<file path="src/dio_irq_defines.vh">
`ifndef DIO_IRQ_DEFINES_VH
`define DIO_IRQ_DEFINES_VH

`define CHAN_COUNT 4
`define PORT_COUNT 12
`define WORD_W 24
`define CNT_W 16

// interrupt source codes for each line
`define SRC_NONE 3'h0
`define SRC_COS 3'h1
`define SRC_TIMER 3'h2
`define SRC_EVENT 3'h3
`define SRC_TRIG 3'h4

// counter modes
`define MODE_ONESHOT 3'h0
`define MODE_PERIODIC 3'h2

// reset values
`define DIR_RST 12'h000
`define COS_EN_RST 12'h000
`define SEL_RST 3'h0
`define EDGE_RST 1'b0
`define CNT_RST 16'h0000

`endif

</file>
<file path="src/change_detect.v">
`include "dio_irq_defines.vh"

module change_detect (
  input wire mclk_i,
  input wire rst_i,
  input wire [23:0] data_i,
  input wire [2:0] enable_i,
  input wire [2:0] is_input_i,
  output reg change_o
);

reg [23:0] prev;
reg primed;
wire [23:0] mask;

assign mask = {{8{enable_i[2] & is_input_i[2]}},
               {8{enable_i[1] & is_input_i[1]}},
               {8{enable_i[0] & is_input_i[0]}}};

////////////////////////////////////////////////////////////////////////////
always @(posedge mclk_i) begin
  if (rst_i) begin
    prev <= 24'h000000;
    primed <= 1'b0;
    change_o <= 1'b0;
  end else begin
    prev <= data_i;
    primed <= 1'b1;
    change_o <= primed & (|((prev ^ data_i) & mask));
  end
end

endmodule // change_detect

</file>
<file path="src/down_counter.v">
`include "dio_irq_defines.vh"

module down_counter (
  input wire mclk_i,
  input wire rst_i,
  input wire load_i,
  input wire [15:0] value_i,
  input wire periodic_i,
  input wire tick_i,
  output reg [15:0] count_o,
  output reg running_o,
  output reg term_o
);

reg [15:0] reload;
reg periodic;

////////////////////////////////////////////////////////////////////////////
always @(posedge mclk_i) begin
  if (rst_i) begin
    count_o <= `CNT_RST;
    reload <= `CNT_RST;
    periodic <= 1'b0;
    running_o <= 1'b0;
    term_o <= 1'b0;
  end else begin
    term_o <= 1'b0;
    if (load_i) begin
      count_o <= value_i;
      reload <= value_i;
      periodic <= periodic_i;
      running_o <= 1'b1;
    end else if (tick_i && running_o) begin
      if (count_o == 16'h0001) begin
        term_o <= 1'b1;
        count_o <= periodic ? reload : 16'h0000;
        running_o <= periodic;
      end else begin
        count_o <= count_o - 16'h0001;
      end
    end
  end
end

endmodule // down_counter

</file>
<file path="src/dio_irq_timer_ctrl.v">
`include "dio_irq_defines.vh"

module dio_irq_timer_ctrl (
  input wire mclk_i,
  input wire rst_i,
  input wire sw_reset_i,
  input wire dir_wr_i,
  input wire [11:0] dir_value_i,
  input wire [95:0] port_in_i,
  input wire [1:0] channel_select_i,
  input wire cos_wr_i,
  input wire cos_a_i,
  input wire cos_b_i,
  input wire cos_c_i,
  input wire irq_sel_wr_i,
  input wire [2:0] first_irq_sel_i,
  input wire [2:0] second_irq_sel_i,
  input wire clr_irq_i,
  input wire edge_wr_i,
  input wire edge_value_i,
  input wire event_count_input_i,
  input wire external_trigger_input_i,
  input wire timer_load_i,
  input wire [15:0] timer_one_divider_i,
  input wire [15:0] timer_two_divider_i,
  input wire count0_load_i,
  input wire [2:0] count0_mode_i,
  input wire [15:0] count0_divider_i,
  output reg [11:0] port_dir_o,
  output reg [23:0] chan_word_o,
  output reg [11:0] cos_enable_o,
  output reg edge_select_bit_o,
  output reg trigger_active_o,
  output reg first_irq_line_o,
  output reg second_irq_line_o,
  output reg [1:0] irq_pending_o,
  output reg [3:0] source_pending_o,
  output reg [15:0] count0_o
);

////////////////////////////////////////////////////////////////////////////
// source selection helper
function pick_source;
  input [2:0] sel;
  input [3:0] pend;
  begin
    case (sel)
      `SRC_COS: pick_source = pend[0];
      `SRC_TIMER: pick_source = pend[1];
      `SRC_EVENT: pick_source = pend[2];
      `SRC_TRIG: pick_source = pend[3];
      default: pick_source = 1'b0;
    endcase
  end
endfunction

reg [2:0] first_sel;
reg [2:0] second_sel;
reg event_prev;
reg trig_prev;
reg [3:0] pend;
wire [3:0] change;
wire [11:0] port_is_input;
wire event_edge;
wire trig_now;
wire trig_rise;
wire t1_term;
wire t2_term;
wire c0_term;
wire [15:0] c0_count;
wire [3:0] next_pend;
wire [3:0] src_set;
wire count0_periodic;

assign port_is_input = ~port_dir_o;

////////////////////////////////////////////////////////////////////////////
// port direction
always @(posedge mclk_i) begin
  if (rst_i) begin
    port_dir_o <= `DIR_RST;
  end else begin
    if (sw_reset_i) begin
      port_dir_o <= `DIR_RST;
    end else if (dir_wr_i) begin
      port_dir_o <= dir_value_i;
    end
  end
end

////////////////////////////////////////////////////////////////////////////
// change enables per channel
always @(posedge mclk_i) begin
  if (rst_i) begin
    cos_enable_o <= `COS_EN_RST;
  end else begin
    if (cos_wr_i) begin
      cos_enable_o[channel_select_i*3 +: 3] <= {cos_c_i, cos_b_i, cos_a_i};
    end
  end
end

////////////////////////////////////////////////////////////////////////////
// interrupt source selects
always @(posedge mclk_i) begin
  if (rst_i) begin
    first_sel <= `SEL_RST;
    second_sel <= `SEL_RST;
  end else begin
    if (irq_sel_wr_i) begin
      first_sel <= first_irq_sel_i;
      second_sel <= second_irq_sel_i;
    end
  end
end

////////////////////////////////////////////////////////////////////////////
// edge select bit
always @(posedge mclk_i) begin
  if (rst_i) begin
    edge_select_bit_o <= `EDGE_RST;
  end else begin
    if (edge_wr_i) begin
      edge_select_bit_o <= edge_value_i;
    end
  end
end

////////////////////////////////////////////////////////////////////////////
// change detection per channel
genvar ch;
generate
  for (ch = 0; ch < `CHAN_COUNT; ch = ch + 1) begin : g_chan
    change_detect u_detect (
      .mclk_i(mclk_i),
      .rst_i(rst_i),
      .data_i(port_in_i[ch*24 +: 24]),
      .enable_i(cos_enable_o[ch*3 +: 3]),
      .is_input_i(port_is_input[ch*3 +: 3]),
      .change_o(change[ch])
    );
  end
endgenerate

////////////////////////////////////////////////////////////////////////////
// channel word readback
always @(posedge mclk_i) begin
  if (rst_i) begin
    chan_word_o <= 24'h000000;
  end else begin
    chan_word_o <= port_in_i[channel_select_i*24 +: 24];
  end
end

////////////////////////////////////////////////////////////////////////////
// event and trigger inputs
// rising at 0, falling at 1
assign event_edge = edge_select_bit_o ? (event_prev & ~event_count_input_i)
                                      : (~event_prev & event_count_input_i);
// active low at 0, high at 1
assign trig_now = edge_select_bit_o ? external_trigger_input_i
                                    : ~external_trigger_input_i;
assign trig_rise = trig_now & ~trig_prev;

always @(posedge mclk_i) begin
  if (rst_i) begin
    event_prev <= 1'b0;
    trig_prev <= 1'b0;
  end else begin
    event_prev <= event_count_input_i;
    trig_prev <= trig_now;
  end
end

////////////////////////////////////////////////////////////////////////////
// trigger level after polarity
always @(posedge mclk_i) begin
  if (rst_i) begin
    trigger_active_o <= 1'b0;
  end else begin
    trigger_active_o <= trig_now;
  end
end

////////////////////////////////////////////////////////////////////////////
// counters
// counter two counts counter one ends
down_counter u_timer_one (
  .mclk_i(mclk_i),
  .rst_i(rst_i),
  .load_i(timer_load_i),
  .value_i(timer_one_divider_i),
  .periodic_i(1'b1),
  .tick_i(1'b1),
  .count_o(),
  .running_o(),
  .term_o(t1_term)
);

// ticks once per counter one end
down_counter u_timer_two (
  .mclk_i(mclk_i),
  .rst_i(rst_i),
  .load_i(timer_load_i),
  .value_i(timer_two_divider_i),
  .periodic_i(1'b1),
  .tick_i(t1_term),
  .count_o(),
  .running_o(),
  .term_o(t2_term)
);

////////////////////////////////////////////////////////////////////////////
// counter zero
// mode code picks reload
assign count0_periodic = (count0_mode_i == `MODE_PERIODIC);

down_counter u_count_zero (
  .mclk_i(mclk_i),
  .rst_i(rst_i),
  .load_i(count0_load_i),
  .value_i(count0_divider_i),
  .periodic_i(count0_periodic),
  .tick_i(event_edge),
  .count_o(c0_count),
  .running_o(),
  .term_o(c0_term)
);

////////////////////////////////////////////////////////////////////////////
// counter zero readback
always @(posedge mclk_i) begin
  if (rst_i) begin
    count0_o <= `CNT_RST;
  end else begin
    count0_o <= c0_count;
  end
end

////////////////////////////////////////////////////////////////////////////
// pending requests per source
assign src_set = {trig_rise, c0_term, t2_term, |change};
assign next_pend = src_set | (clr_irq_i ? 4'h0 : pend);

always @(posedge mclk_i) begin
  if (rst_i) begin
    pend <= 4'h0;
    source_pending_o <= 4'h0;
  end else begin
    pend <= next_pend;
    source_pending_o <= next_pend;
  end
end

////////////////////////////////////////////////////////////////////////////
// interrupt lines
always @(posedge mclk_i) begin
  if (rst_i) begin
    first_irq_line_o <= 1'b0;
    second_irq_line_o <= 1'b0;
    irq_pending_o <= 2'b00;
  end else begin
    first_irq_line_o <= pick_source(first_sel, next_pend);
    second_irq_line_o <= pick_source(second_sel, next_pend);
    irq_pending_o <= {pick_source(second_sel, next_pend),
                      pick_source(first_sel, next_pend)};
  end
end

endmodule // dio_irq_timer_ctrl

</file>
<file path="config.mk">
export PLATFORM = sky130hd
export DESIGN_NAME = dio_irq_timer_ctrl
export DESIGN_NICKNAME = d
export VERILOG_FILES = /design/src/change_detect.v /design/src/down_counter.v /design/src/dio_irq_timer_ctrl.v
export VERILOG_INCLUDE_DIRS = /design/src
export SDC_FILE = /design/constraint.sdc
export NUM_CORES = 1
export LEC_CHECK = 0
export ABC_AREA = 0
export BUFFER_PORTS_ARGS = -buffer_cell sky130_fd_sc_hd__buf_2
export CAP_MARGIN = 10
export CORE_MARGIN = 5
export CORE_UTILIZATION = 53
export CTS_CLUSTER_DIAMETER = 80
export DETAILED_ROUTE_END_ITERATION = 6
export HOLD_SLACK_MARGIN = 0.05
export PLACE_DENSITY_LB_ADDON = 0.15
export SKIP_CTS_REPAIR_TIMING = 1
export SLEW_MARGIN = 0
export SYNTH_ARGS = -nofsm -noshare
export SYNTH_HDL_FRONTEND = slang
export SYNTH_SLANG_ARGS = --single-unit
</file>
<file path="constraint.sdc">
create_clock -name mclk_i -period 6.65 [get_ports mclk_i]
set_input_delay 1.33 -clock mclk_i [delete_from_list [all_inputs] [get_ports mclk_i]]
set_output_delay 1.33 -clock mclk_i [all_outputs]
set_load 0.005 [all_outputs]
</file>
==> results of run 1 <==
[kinds of logic after synthesis]
| kind of cell | after synthesis | synth area share (%) |
|---|---|---|
| AOI/OAI and AO/OA | 263 | 13.8 |
| DFF | 284 | 45.7 |
| muxes | 63 | 7.48 |
| adders and majority gates | 11 | 1.11 |
| and+or+nand+nor | 509 | 21.7 |
| buffers and inverters | 104 | 3.27 |
| xor gates and xnor gates | 100 | 7.03 |
[placed cells by master (no fill, tap or decap), types with 39 or more instances in the layout]
| cell type | Yosys | final |
|---|---|---|
| dfxtp_1 | 284 | 284 |
| buf_2 | 1 | 255 |
| nor2b_1 | 125 | 125 |
| nand2_1 | 106 | 106 |
| xnor2_1 | 99 | 99 |
| nor2_1 | 98 | 98 |
| a21oi_1 | 75 | 75 |
| o21ai_0 | 54 | 54 |
| mux2i_1 | 39 | 39 |
[tightest hold or removal path, stage by stage, from the launching register on]
cell	delay (ns)
dfxtp_1	0.31
nand2_1	0.05
a21oi_1	0.05
[per-layer routing]
layer  GRT usage [%]  up-vias
li1                -     5175
met1            31.6     5006
met2            41.7      366
met3            3.63       62
met4            7.32        0
met5               0        -
[flip-flops by register name, summed over array words and instances, names as in the netlist, 4 cells and up]
name / count
chan_word_o: 24
cos_enable_o: 12
count0_o: 16
g_chan.u_detect.change_o: 4
g_chan.u_detect.prev: 96
pend: 4
port_dir_o: 12
u_count_zero.count_o: 16
u_count_zero.reload: 16
u_timer_one.count_o: 16
u_timer_one.reload: 16
u_timer_two.count_o: 16
u_timer_two.reload: 16
[power by group through the flow]
stage / clock network, mW / registers, mW / logic, mW
2_1_floorplan: 0 / 1.89 / 0.352
3_3_place_gp: 0 / 1.90 / 0.519
3_5_place_dp: 0 / 1.90 / 0.525
4_1_cts: 1.79 / 1.87 / 0.530
5_1_grt: 1.86 / 1.88 / 0.587
6_report: 1.75 / 1.87 / 0.530
[cell type report]
| class | count | area, um2 |
|---|---|---|
| timing repair buffer | 264 | 1350 |
| multi-input combinational | 946 | 6360 |
| inverter | 25 | 93.8 |
| tap | 319 | 399 |
| clock inverter | 11 | 194 |
| sequential | 284 | 5690 |
| fill | 2044 | 8400 |
| antenna | 2 | 5.00 |
| clock buffer | 43 | 850 |
[worst min-delay path by stage]
stage | from | depth (start not counted) | endpoint
floorplan | u_count_zero.term_o | 2 | pend[2]
global placement | u_timer_one.reload[15] | 2 | u_timer_one.reload[15]
detailed placement | u_count_zero.reload[15] | 2 | u_count_zero.reload[15]
CTS | u_count_zero.reload[15] | 2 | u_count_zero.reload[15]
global route | u_timer_one.reload[15] | 2 | u_timer_one.reload[15]
finish | u_count_zero.reload[15] | 2 | u_count_zero.reload[15]
[through the flow]
stage               hold slack (ns)  cells  setup slack [ns]  cell area, um2  utilization [%]
finish                        0.460   1894              3.52           14900             64.0
global route                  0.478   1894              3.36           14900             64.0
CTS                           0.458   1892              3.50           14900             64.0
detailed placement            0.450   1838              2.92           13900             59.5
global placement              0.445   1838              3.05           13900             59.5
floorplan                     0.435   1334              3.49           12500                -
==> flow_summary.toml, run 1 <==
[place]
gp_congestion = 0.866
post-dp-hpwl_um = 23800
portBuffers = 256

[setup_path]
cp_top_family = "buffers and inverters"
critPathKind = "in2reg"
r2r-start = "u_count_zero.count_o[4]"
cp.required_ns = 7.05
start_kind = "primary input"
r2r-end = "u_count_zero.count_o[2]"
critPathMaxStageDelay_ns = 0.71
crit_buf_inv = 3
cp_common_cell = "nand2_1"
reg2regPathDepth = 5
cp-startpoint = "rst_i"
crit_end = "u_timer_one.count_o[3]"
rrSetupSlack_ns = 3.91
critical_path.max_fanout = 75
cp_num_cells = 7
cp.arrival_ns = 3.53
crit_path_cell_trace = "buf_6, clkinv_1, buf_4, nand2_1, a31oi_1, nand2_1, o22ai_1"
endpoint_kind = "register"
cpMaxStageDelayCell = "clkinv_1"

[die]
die_w_um = 163
dieHeight_um = 163
core-area_um2 = 23300
ioPinCount = 257
die_area_um2 = 26700
start_util_pct = 53.4
rows = 56

[synthesis]
synth_fp_nets = 1528
synth_area_leaders = "dfxtp_1, xnor2_1, nor2b_1"
avgSynthCellArea_um2 = 9.33
ys_warn_count = 0
syn_area_um2 = 12500
yosysMostFrequentCell = "dfxtp_1"
synth_common_cells = "dfxtp_1, nor2b_1, nand2_1"
syn_inst = 1334
synth_edf_count = 0
dominantRegCellSynth = "dfxtp_1"
yosysUniqueCellTypes = 70
yosysTopAreaCell = "dfxtp_1"
seq_area_frac_synth_pct = 45.7
async_flop_share_pct = 0
yosys.area.top_type_share_pct = 45.7
ys_seq_elements = 284

[routing]
via_count = 10600
met2WireLength_um = 16100
antenna_left = 0
initialDrtViolationCount = 811
dr.pass1.iters = 5
post_drt_wl_per_cell_um = 17.7
finalWirelength_um = 33500
met3WireLength_um = 2030
routed.top_layer = "met4"
met1_length_um = 14400
viasPerCell = 5.60
drc = 0

[power]
ir_drop_uv = 191
power_switching_share_pct = 24.8
power_mw = 4.15
pwr-share-seq_pct = 45.0
p_leak_nw = 6.03
power_frac_clock_pct = 42.3
p_per_area_nw_per_um2 = 278
p_int_mw = 3.12
combPwrFrac_pct = 12.8
p_sw_mw = 1.03

[status]
outcome = "finished, final reports clean"

[clock_tree]
cts_sinks = 284
clkTransAtPathRegs_ns = 0.06
root_buffer = "clkbuf_16"
numCtsBuffers = 30
clockBufferDepth = 3
h-tree-depth = 1
cts_tree = "done"
clk_latency_ns = 0.56

[global_route]
grt_overflow_total = 0
antenna_found_initial = 2
grt_first_pass_wirelength_um = 53300
grt_max_degree = 80
gr-usage-all-layers_pct = 24.2
grt_pass1_vias = 10300

[timing]
setup_viol = 0
post-route-period-util_pct = 47.1
finClkSkew_ns = 0.0148
timing.setup.tns_ns = 0
fmax_mhz = 319
rsz0062_at_grt = "no"
worst_pin_slew_ns = 0.962
period_needed_ns = 3.13
hold_viol = 0
maxSlewHeadroom_pct = 35.4
maxSlewViolCount = 0

[finish]
syn2layout_area_growth_pct = 19.9
final_layout_size_suffix_gt1_share_pct = 21.9
layout.nets = 1745

[worst_hold_path]
hold_class = "reg2reg"

[flow_run]
maxCapViolations = 0
Power figures use the tool's default switching activity.
==> run 2, diff against run 1 <==
- clock period: 6.65 -> 3.1 ns (I/O delays scaled with it)
==> run 2 against run 1 <==
Clock power up 110%. Via count grew 1.0%. Die area is the same. Setup slack worse by 2.9 ns. Cell count rose by 0.95%. First-iteration DRC count rose by 1.8%. Global-route usage up 0.26 points. Register-to-register slack got worse by 3.3 ns. Core utilization is 0.51 points higher. Sequential power up 110%.
==> flow_summary.toml, run 2 (synthesis gave the netlist of run 1 again) <==
[clock_tree]
h-tree-depth = 1
root_buffer = "clkbuf_16"
clockBufferDepth = 3
clk_latency_ns = 0.56
numCtsBuffers = 30
clkTransAtPathRegs_ns = 0.06
cts_sinks = 284
cts_tree = "done"

[setup_path]
crit_buf_inv = 0
cp.arrival_ns = 2.91
cp.required_ns = 3.53
start_kind = "register"
critical_path.max_fanout = 7
critPathKind = "reg2reg"
cp_common_cell = "or4_4"
crit_path_cell_trace = "or4_4, or4_4, nor4_4, nand3_1, a221oi_1"
endpoint_kind = "register"
cpMaxStageDelayCell = "or4_4"
critPathMaxStageDelay_ns = 0.58
cp_top_family = "simple AND/OR/NAND/NOR gates"

[timing]
hold_viol = 0
setup_ws_ns = 0.612
timing.setup.tns_ns = 0
finClkSkew_ns = 0.0218
worst_pin_slew_ns = 1.06
fmax_mhz = 402
maxSlewHeadroom_pct = 28.8
post-route-period-util_pct = 80.3
rsz0062_at_grt = "no"
period_needed_ns = 2.49
setup_viol = 0
maxSlewViolCount = 0

[global_route]
grt_overflow_total = 0
grt_max_degree = 56
grt_first_pass_wirelength_um = 53600
grt_pass1_vias = 10300
antenna_found_initial = 3
gr-usage-all-layers_pct = 24.5

[flow_run]
maxCapViolations = 0

[finish]
layout_commonest_cell = "dfxtp_1"
seqCellArea_um2 = 5690
layout.nets = 1762
multi_input_area_um2 = 6360
final_layout_size_suffix_gt1_share_pct = 23.0
regMostFlops = "g_chan.u_detect.prev"
final_cell_mix = "dfxtp_1, buf_2, nor2b_1, nand2_1, xnor2_1"
fin_util_pct = 64.5
syn2layout_area_growth_pct = 20.9
reg.largest.list = "g_chan.u_detect.prev: 96 flops, chan_word_o: 24 flops"
finish.instance_area_um2 = 15100
fillCellCount = 1971
largest_reg_flops = 96

[routing]
post_drt_wl_per_cell_um = 17.7
drc = 0
viasPerCell = 5.60
antenna_left = 0
via_count = 10700
dr.pass1.iters = 5
finalWirelength_um = 33900
initialDrtViolationCount = 826

[place]
pre_cts_slack_ns = 0.669
post-dp-hpwl_um = 24300
post_dp_cell_area_um2 = 14000
portBuffers = 256
gp_congestion = 0.894

[die]
core-area_um2 = 23300
start_util_pct = 53.4
dieHeight_um = 163
die_w_um = 163
rows = 56
die_area_um2 = 26700
ioPinCount = 257

[worst_hold_path]
hold_class = "in2reg"

[power]
p_leak_nw = 6.11
ir_drop_uv = 523
power_mw = 8.88
p_per_area_nw_per_um2 = 590

[status]
outcome = "finished, final reports clean"
run 2: cell count changes in the layout (fill, tap and decap cells not counted):
cell / delta
bufinv_16: -1
clkinv_2: +2
clkinvlp_4: +2
clkinv_4: +1
clkbuf_1: -3
buf_4: +17
run 2: final timing paths:
kind	start	endpoint	slack [ns]	depth (start not counted)
worst max register to register	u_count_zero.count_o[8]	u_count_zero.count_o[5]	0.61	5
worst min-delay path	dir_value_i[2]	port_dir_o[2]	0.30	3
worst max-delay path	u_count_zero.count_o[8]	u_count_zero.count_o[5]	0.61	5
worst min register to register	u_count_zero.reload[15]	u_count_zero.reload[15]	0.46	2
run 2: worst reg2reg max path: stages, from the launching register on:
cell and delay, ns:
dfxtp_1 0.36, or4_4 0.58, or4_4 0.51, nor4_4 0.45, nand3_1 0.14, a221oi_1 0.34
run 2: report_power, final:
| group | internal [mW] | leakage (nW) | switching [mW] |
|---|---|---|---|
| combinational | 0.547 | 3.26 | 0.621 |
| clock | 2.23 | 0.503 | 1.48 |
| sequential | 3.86 | 2.35 | 0.142 |
| total | 6.64 | 6.11 | 2.24 |
run 2: area by class of cell:
type	count	area share (%)
Antenna cell	2	0.0332
Clock buffer	40	5.57
Clock inverter	15	1.31
Inverter	25	0.623
Multi-Input combinational cell	946	42.2
Sequential cell	284	37.8
Tap cell	319	2.65
Timing Repair Buffer	281	9.80
run 2: routing by layer:
layer  vias to the layer above  track usage (%)  part of all wire [%]
met4                         2             8.23                   3.2
li1                       5224                -                     -
met3                        67             3.99                   6.6
met1                      5033             31.3                    41
met2                       390             42.2                    49
met5                         -                0                 0.021
run 2: stage by stage:
step                hold WS, ns  cells
finish                    0.295   1912
global placement          0.446   1855
global route              0.298   1912
floorplan                 0.435   1334
detailed placement        0.450   1855
CTS                       0.272   1910
